===== src/rtl/acfg_pkg.sv =====
// Purpose: Constants and types for the input configuration and sequence block
// Assumes: 16-bit serial words, MSB first, captured on rising serial clock
// Notes: Mode-control field layout and mode codes are local choices
package acfg_pkg;
   localparam int WORD_BITS = 16;
   localparam int NIB_BITS = 4;
   localparam int SEQ_DEPTH = 256;
   localparam int SEL_HI = 15;
   localparam int SEL_LO = 11;
   localparam int FLD_HI = 10;
   localparam int FLD_LO = 3;
   localparam int COM_BIT = 2;
   localparam int MODE_HI = 14;
   localparam int MODE_LO = 11;
   localparam int CHAN_HI = 10;
   localparam int CHAN_LO = 7;
   localparam logic [4:0] PSEUDO_DIFF_SELECT_CODE = 5'h11;
   localparam logic [4:0] BIPOLAR_SELECT_CODE = 5'h12;
   localparam logic [4:0] SCAN_HIGH_SELECT_CODE = 5'h14;
   localparam logic [4:0] SCAN_LOW_SELECT_CODE = 5'h15;
   localparam logic [4:0] SEQUENCE_SELECT_CODE = 5'h16;
   localparam logic [4:0] LAST_BIT = 5'h0F;
   localparam logic [7:0] PAIR_CFG_RESET = 8'h00;
   localparam logic [15:0] SCAN_MASK_RESET = 16'h0000;
   localparam logic [7:0] SEQ_LEN_RESET = 8'h00;
   localparam logic [3:0] CHAN_RESET = 4'h0;
   localparam logic [3:0] COMMON_INPUT_CHANNEL = 4'hF;
   localparam logic [3:0] MODE_IDLE = 4'h0;
   localparam logic [3:0] MODE_MANUAL = 4'h1;
   localparam logic [3:0] MODE_REPEAT = 4'h2;
   localparam logic [3:0] MODE_ASCENDING_INT = 4'h3;
   localparam logic [3:0] ASCENDING_SCAN_EXTERNAL_CLOCK = 4'h4;
   localparam logic [3:0] MODE_UPPER_INT = 4'h5;
   localparam logic [3:0] UPPER_RANGE_SCAN_EXTERNAL_CLOCK = 4'h6;
   localparam logic [3:0] MODE_MASKED_INT = 4'h7;
   localparam logic [3:0] MASKED_SCAN_EXTERNAL_CLOCK = 4'h8;
   localparam logic [3:0] MODE_SEQUENCE = 4'h9;

   typedef enum logic [3:0] {
      ST_IDLE = 4'b0001,
      ST_ARM = 4'b0010,
      ST_LOAD = 4'b0100,
      ST_DRAIN = 4'b1000
   } acfg_state_t;

   typedef struct packed {
      logic cs_n;
      logic sclk;
      logic din;
   } acfg_pins_t;

   typedef struct packed {
      logic common_ref;
      logic pair;
      logic twos;
   } acfg_coding_t;
endpackage


===== src/rtl/acfg_top.sv =====
// Purpose: Input-type registers, coding resolution and channel sequence load
// Assumes: Serial pins are asynchronous to clk_sys; chip select and clock pass three flip-flops, data two
// Notes: Sequence entry read has two cycles of latency
`timescale 1ns/100ps
module acfg_top (
   input wire logic clk_sys,
   input wire logic rstn,
   input wire acfg_pkg::acfg_pins_t pins,
   input wire logic [3:0] conv_ch,
   input wire logic [7:0] seq_idx,
   output logic [3:0] scan_mode,
   output logic [3:0] single_channel_field,
   output logic [15:0] custom_scan_mask,
   output logic use_scan_mask,
   output logic [7:0] sequence_length_minus_one,
   output logic seq_valid,
   output logic [3:0] seq_entry,
   output acfg_pkg::acfg_coding_t coding
);
   import acfg_pkg::*;

   typedef struct packed {
      logic cs_s1;
      logic cs_s2;
      logic cs_s3;
      logic sck_s1;
      logic sck_s2;
      logic sck_s3;
      logic din_s1;
      logic din_s2;
      logic [15:0] shift;
      logic [4:0] bcnt;
      logic [7:0] pair_pseudo_diff_bit;
      logic [7:0] pair_bipolar_bit;
      logic common_reference_mode;
      logic [3:0] mode;
      logic [3:0] chan;
      logic [15:0] mask;
      logic use_mask;
      logic [7:0] seq_len;
      logic [8:0] wr_idx;
      logic [8:0] loaded;
      logic seq_valid;
      logic seq_hit;
      logic [3:0] seq_entry;
      acfg_coding_t coding;
      acfg_state_t st;
   } acfg_regs_t;

   localparam acfg_regs_t REGS_RESET = '{
      cs_s1: 1'b1, cs_s2: 1'b1, cs_s3: 1'b1,
      sck_s1: 1'b0, sck_s2: 1'b0, sck_s3: 1'b0,
      din_s1: 1'b0, din_s2: 1'b0,
      shift: 16'h0000, bcnt: 5'h00,
      pair_pseudo_diff_bit: PAIR_CFG_RESET,
      pair_bipolar_bit: PAIR_CFG_RESET,
      common_reference_mode: 1'b0,
      mode: MODE_IDLE, chan: CHAN_RESET, mask: SCAN_MASK_RESET,
      use_mask: 1'b0, seq_len: SEQ_LEN_RESET,
      wr_idx: 9'h000, loaded: 9'h000, seq_valid: 1'b0,
      seq_hit: 1'b0, seq_entry: 4'h0,
      coding: '{common_ref: 1'b0, pair: 1'b0, twos: 1'b0},
      st: ST_IDLE
   };

   acfg_regs_t r_reg;
   acfg_regs_t r_next;
   logic [3:0] seq_mem [SEQ_DEPTH];
   logic [3:0] seq_raw;
   logic mem_we;
   logic [7:0] mem_wa;
   logic [3:0] mem_wd;
   logic cs_fall;
   logic cs_rise;
   logic sck_rise;
   logic word_done;
   logic [15:0] word;

   ////////////////////////////////////////////////////////////////////////
   // Pair bit of a channel: pair 0/1 sits in the top field bit
   function automatic logic pair_bit(input logic [7:0] v,
                                     input logic [3:0] ch);
      pair_bit = v[3'd7 - ch[3:1]];
   endfunction

   // Coding of one channel from the pair registers
   function automatic acfg_coding_t resolve(input logic [7:0] pd,
                                            input logic [7:0] bp,
                                            input logic com,
                                            input logic [3:0] ch);
      resolve = '{common_ref: 1'b0, pair: 1'b0, twos: 1'b0};
      if (com) begin
         resolve.common_ref = 1'b1;
      end else if (pair_bit(pd, ch)) begin
         resolve.pair = 1'b1;
      end else if (pair_bit(bp, ch)) begin
         resolve.pair = 1'b1;
         resolve.twos = 1'b1;
      end
   endfunction

   ////////////////////////////////////////////////////////////////////////
   // Edge detection on the second and third stages only
   assign cs_fall = r_reg.cs_s3 & ~r_reg.cs_s2;
   assign cs_rise = ~r_reg.cs_s3 & r_reg.cs_s2;
   assign sck_rise = ~r_reg.sck_s3 & r_reg.sck_s2 & ~r_reg.cs_s2;
   assign word = {r_reg.shift[14:0], r_reg.din_s2};
   assign word_done = sck_rise && !cs_fall && (r_reg.st != ST_LOAD)
                      && (r_reg.st != ST_DRAIN) && (r_reg.bcnt == LAST_BIT);

   ////////////////////////////////////////////////////////////////////////
   always_comb begin
      r_next = r_reg;
      mem_we = 1'b0;
      mem_wa = 8'h00;
      mem_wd = 4'h0;
      r_next.cs_s1 = pins.cs_n;
      r_next.cs_s2 = r_reg.cs_s1;
      r_next.cs_s3 = r_reg.cs_s2;
      r_next.sck_s1 = pins.sclk;
      r_next.sck_s2 = r_reg.sck_s1;
      r_next.sck_s3 = r_reg.sck_s2;
      r_next.din_s1 = pins.din;
      r_next.din_s2 = r_reg.din_s1;
      if (cs_fall) begin
         r_next.bcnt = 5'h00;
         r_next.shift = 16'h0000;
         if (r_reg.st == ST_ARM) begin
            r_next.st = ST_LOAD;
            r_next.wr_idx = 9'h000;
            r_next.seq_valid = 1'b0;
         end
      end else if (sck_rise) begin
         case (r_reg.st)
            ST_LOAD: begin
               r_next.shift = {r_reg.shift[14:0], r_reg.din_s2};
               r_next.bcnt = r_reg.bcnt + 5'h01;
               if (r_reg.bcnt[1:0] == 2'b11) begin
                  mem_we = 1'b1;
                  mem_wa = r_reg.wr_idx[7:0];
                  mem_wd = {r_reg.shift[2:0], r_reg.din_s2};
                  r_next.wr_idx = r_reg.wr_idx + 9'h001;
                  if (r_reg.wr_idx == {1'b0, r_reg.seq_len}) begin
                     r_next.st = ST_DRAIN;
                  end
               end
            end
            ST_DRAIN: begin
               r_next.bcnt = r_reg.bcnt;
            end
            default: begin
               if (r_reg.bcnt < 5'h10) begin
                  r_next.shift = word;
                  r_next.bcnt = r_reg.bcnt + 5'h01;
               end
               if (word_done) begin
                  if (word[SEL_HI]) begin
                     case (word[SEL_HI:SEL_LO])
                        PSEUDO_DIFF_SELECT_CODE: begin
                           r_next.pair_pseudo_diff_bit =
                              word[FLD_HI:FLD_LO];
                           r_next.common_reference_mode =
                              word[COM_BIT];
                        end
                        BIPOLAR_SELECT_CODE: begin
                           r_next.pair_bipolar_bit =
                              word[FLD_HI:FLD_LO];
                        end
                        SCAN_HIGH_SELECT_CODE: begin
                           r_next.mask[15:8] = word[FLD_HI:FLD_LO];
                        end
                        SCAN_LOW_SELECT_CODE: begin
                           r_next.mask[7:0] = word[FLD_HI:FLD_LO];
                        end
                        SEQUENCE_SELECT_CODE: begin
                           r_next.seq_len = word[FLD_HI:FLD_LO];
                           r_next.st = ST_ARM;
                        end
                        default: begin
                           r_next.st = r_reg.st;
                        end
                     endcase
                  end else begin
                     r_next.mode = word[MODE_HI:MODE_LO];
                     r_next.chan = word[CHAN_HI:CHAN_LO];
                  end
               end
            end
         endcase
      end else if (cs_rise) begin
         if (r_reg.st == ST_LOAD || r_reg.st == ST_DRAIN) begin
            r_next.st = ST_IDLE;
            r_next.loaded = r_reg.wr_idx;
            r_next.seq_valid = 1'b1;
         end
      end
      r_next.use_mask = (r_reg.mode == MODE_MASKED_INT)
                        || (r_reg.mode == MASKED_SCAN_EXTERNAL_CLOCK);
      r_next.seq_hit = r_reg.seq_valid
                       && ({1'b0, seq_idx} < r_reg.loaded);
      r_next.seq_entry = r_reg.seq_hit ? seq_raw : 4'h0;
      r_next.coding = resolve(r_reg.pair_pseudo_diff_bit,
                              r_reg.pair_bipolar_bit,
                              r_reg.common_reference_mode,
                              conv_ch);
   end

   always_ff @(posedge clk_sys or negedge rstn) begin
      if (!rstn) begin
         r_reg <= REGS_RESET;
      end else begin
         r_reg <= r_next;
      end
   end

   ////////////////////////////////////////////////////////////////////////
   // Sequence pattern store
   always_ff @(posedge clk_sys) begin
      if (mem_we) begin
         seq_mem[mem_wa] <= mem_wd;
      end
      seq_raw <= seq_mem[seq_idx];
   end

   ////////////////////////////////////////////////////////////////////////
   assign scan_mode = r_reg.mode;
   assign single_channel_field = r_reg.chan;
   assign custom_scan_mask = r_reg.mask;
   assign use_scan_mask = r_reg.use_mask;
   assign sequence_length_minus_one = r_reg.seq_len;
   assign seq_valid = r_reg.seq_valid;
   assign seq_entry = r_reg.seq_entry;
   assign coding = r_reg.coding;
endmodule


===== config.mk =====
export PLATFORM = sky130hd
export DESIGN_NAME = acfg_top
export DESIGN_NICKNAME = d
export VERILOG_FILES = /design/src/rtl/acfg_pkg.sv /design/src/rtl/acfg_top.sv
export SDC_FILE = /design/constraint.sdc
export NUM_CORES = 1
export LEC_CHECK = 0
export BUFFER_PORTS_ARGS = -buffer_cell sky130_fd_sc_hd__clkbuf_2
export CORE_AREA = 2 2 234 351
export CTS_CLUSTER_DIAMETER = 100
export CTS_CLUSTER_SIZE = 8
export DETAILED_ROUTE_END_ITERATION = 12
export DIE_AREA = 0 0 236 353
export PLACE_DENSITY = 0.84
export SYNTH_ARGS = -nofsm -noshare
export SYNTH_HDL_FRONTEND = slang
export SYNTH_SLANG_ARGS = --single-unit

===== constraint.sdc =====
create_clock -name clk_sys -period 6.4 [get_ports clk_sys]
set_input_delay 0 -clock clk_sys [delete_from_list [all_inputs] [get_ports clk_sys]]
set_output_delay 0 -clock clk_sys [all_outputs]
set_load 0.02 [all_outputs]

==> flow_metrics.env <==
export IMPL_status="complete, no violations"
export IMPL_drt_initial_drc_count=3586
export IMPL_routed_via_density=6.96
export IMPL_synth_fa_ha_area_frac=0.00332
export IMPL_cts_resized=0
export IMPL_syn_nets=2456
export IMPL_areaGrowthSynthToFinish_pct=12.6
export IMPL_synth_top_family_by_area="multiplexers"
export IMPL_grt_pass1_vias=26600
export IMPL_reg2reg_depth=8
export IMPL_skew_ps=23.9
export IMPL_synth_edf_count=1024
export IMPL_clock_sinks=1137
export IMPL_finalCritPeriodShare=0.729
export IMPL_drv_slew=0
export IMPL_setup_worst_path_start_class="flop"
export IMPL_min_delay_path_depth=4
export IMPL_p_leak_uw=0.0156
export IMPL_die_w_um=236
export IMPL_worst_pin_slew_ps=1140
export IMPL_synthMuxAreaShare=0.148
export IMPL_clk_pin_slew_ps=50
export IMPL_synth_compound_area_frac=0.0318
export IMPL_vias=25200
export IMPL_synthesis_area_mm2=0.0453
export IMPL_hold_viol_final=0
export IMPL_drive_gt1_frac=0.234
export IMPL_maxCapViolations=0
export IMPL_nNetsFinal=2558
export IMPL_clockRootBuffer="clkbuf_16"
export IMPL_slew_headroom=0.220
export IMPL_rsz0062_at_grt="false"
export IMPL_synthFlopType="edfxtp_1"
export IMPL_hold_path_startpoint="conv_ch[1]"
export IMPL_ys_seq_elements=1137
export IMPL_clk_latency_ps=740
export IMPL_drc=0
export IMPL_die_y_um=353
export IMPL_dieArea_mm2=0.0833
export IMPL_pre_cts_ws_ps=2190
export IMPL_cp_data_arrival_time_ps=5020
export IMPL_drt_first_pass_iters=6
export IMPL_yosysWarnings=0
export IMPL_power_density_mw_per_mm2=315
export IMPL_use_met2=0.472
export IMPL_num_rows=128
export IMPL_wl_mm=117
export IMPL_fmax_mhz=214
export IMPL_busiest_layer="met2"
export IMPL_dpl_hpwl_mm=63.9
export IMPL_path_class="flop to flop"
export IMPL_routed_wire_length_per_instance_um=32.3
export IMPL_cts_max_level=4
export IMPL_grt_start_max_net_pins=171
export IMPL_r2r_start="r_next[107]"
export IMPL_fp_coreArea_mm2=0.0806
export IMPL_syn_inst=2427
export IMPL_num_io_pins=58
export IMPL_ant_nets=0
export IMPL_grt_util_met3=0.0594
export IMPL_reg2reg_slack_ps=1730
export IMPL_yosysSeqAreaShare=0.742
export IMPL_rr_endpoint="seq_mem[252][1]"
export IMPL_cts_path_max_buffers=3
export IMPL_fin_tns_setup_ps=0
export IMPL_crit_required_ps=6750
export IMPL_grt_ovfl_total=0
export IMPL_setup_viol=0
export IMPL_synthSimpleGateAreaFrac=0.0496
export IMPL_port_buffers=56
export IMPL_hp_class="input pin to flop"
export IMPL_end_kind="flop"
export IMPL_synthArstFlopShare=0.0959
export IMPL_initial_core_util=0.562
export IMPL_gp_congestion=0.865
export IMPL_grt_pass1_wl_mm=174
export IMPL_synthXorXnorAreaFrac=0.00348
export IMPL_ir_drop_v=0.000336
export IMPL_fin_total_pwr_uw=16000
export IMPL_cts_tree="built"
export IMPL_grt_use_total=0.285
export IMPL_fin_ws_ps=1730
export IMPL_largest_reg_flops=1024
export IMPL_synthDistinctLibCells=60
export IMPL_cts_made_buffers=160
export IMPL_grtUsageMet1=0.330
export IMPL_whs_ps=55.8
export IMPL_crit_fanout=11
export IMPL_holdPathEnd="coding[0]"
export IMPL_finalCriticalPeriod_ps=4670
export IMPL_antenna_found_initial=1
export IMPL_syn_avg_cell_area_um2=18.6
-- synth_stat cells, types with 7 or more instances --
cell type / instances / share of area
edfxtp_1: 1024 / 0.68
nor2_1: 297 / 0.025
mux4_2: 232 / 0.12
dfrtp_1: 105 / 0.058
mux2i_1: 76 / 0.017
clkbuf_1: 73 / 0.0061
mux2_2: 65 / 0.016
buf_4: 61 / 0.010
nand2_1: 55 / 0.0046
o22ai_1: 50 / 0.0069
buf_2: 36 / 0.0040
a211oi_1: 26 / 0.0043
a22o_1: 25 / 0.0048
nand3_1: 25 / 0.0028
a21oi_1: 22 / 0.0024
o21ai_0: 21 / 0.0023
nand2b_1: 20 / 0.0028
xor2_1: 18 / 0.0035
nor3_1: 16 / 0.0018
a22oi_1: 14 / 0.0023
nor2b_1: 13 / 0.0018
and2_1: 12 / 0.0017
ha_1: 12 / 0.0033
o221ai_1: 12 / 0.0023
inv_1: 11 / 0.00091
o211ai_1: 11 / 0.0018
nand4_1: 9 / 0.0012
buf_1: 8 / 0.00066
a31oi_1: 7 / 0.00097
-- worst max-delay path: stages, from the launching register on --
cell     delay, ps
dfstp_2        600
inv_1           60
ha_1           340
nor4b_4        570
or4b_1         730
nor3b_2        460
nand2_1        660
buf_4          460
nor2_1         390
-- cells in the final DEF (no fill, tap or decap), types with 5 or more instances in the layout --
master and n:
a211oi_1 26, a21oi_1 20, a22o_1 25, a22oi_1 14, a31oi_1 7, and2_1 8
buf_12 6, buf_4 41, clkbuf_1 43, clkbuf_16 160, clkbuf_2 53, clkinv_8 6
dfrtp_1 105, dlygate4sd3_1 16, edfxtp_1 1024, ha_1 12, inv_1 11, inv_16 5
mux2_2 65, mux2i_1 76, mux4_2 232, nand2_1 54, nand2b_1 20, nand3_1 25
nand4_1 9, nor2_1 296, nor2b_1 12, nor3_1 16, nor3b_2 5, nor4_1 5
o211ai_1 11, o21ai_0 21, o221ai_1 12, o22ai_1 50, or3_1 5, xor2_1 18
-- per-stage QoR --
step / util / instance area (µm²) / cells
final: 0.633 / 51000 / 3629
after global routing: 0.633 / 51000 / 3626
after CTS: 0.633 / 51000 / 3626
after detailed placement: 0.575 / 46300 / 3390
after global placement: 0.575 / 46300 / 3390
after floorplan: - / 45300 / 2427
-- kinds of logic after synthesis --
group | count (synthesis)
flops | 1137
mux | 373
fa+ha+maj | 12
xor+xnor | 18
compound gates | 207
buf+inv | 189
simple gates | 491
-- routing by layer --
metal | routed length, µm | part of all wire | vias up
li1 | - | - | 9824
met1 | 36900 | 0.31 | 12700
met2 | 58900 | 0.50 | 2117
met3 | 11900 | 0.10 | 556
met4 | 9510 | 0.081 | 2
met5 | 15 | 0.00013 | -
-- worst max path at each step --
stage	end	start	cells past startpoint
finish	seq_mem[252][1]	r_next[107]	8
global route	seq_mem[252][2]	r_next[107]	8
CTS	seq_mem[252][1]	r_next[107]	8
detailed placement	seq_mem[124][0]	r_next[107]	8
global placement	seq_mem[238][2]	r_next[107]	7
floorplan	seq_mem[0][0]	r_next[107]	6
-- what timing repair did --
action                                 CTS  global route
endpoints found under the hold margin  115             0
setup buffers                            0             0
hold buffers                            17             0
-- power by group --
group          internal (µW)  leakage, µW  switching, µW  total, µW
Sequential              8010      0.00981           17.1       8030
Clock                   4530      0.00214           3100       7640
Combinational            130      0.00362            241        371
-- layout make-up --
type	instances	area, µm²
Clock buffer	203	4170
Antenna cell	3	7.51
Timing Repair Buffer	118	883
Sequential cell	1137	33600
Multi-Input combinational cell	1101	10700
Fill cell	4800	29600
Inverter	11	41.3
Clock inverter	16	263
Tap cell	1040	1300
Power figures use the tool's default switching activity.
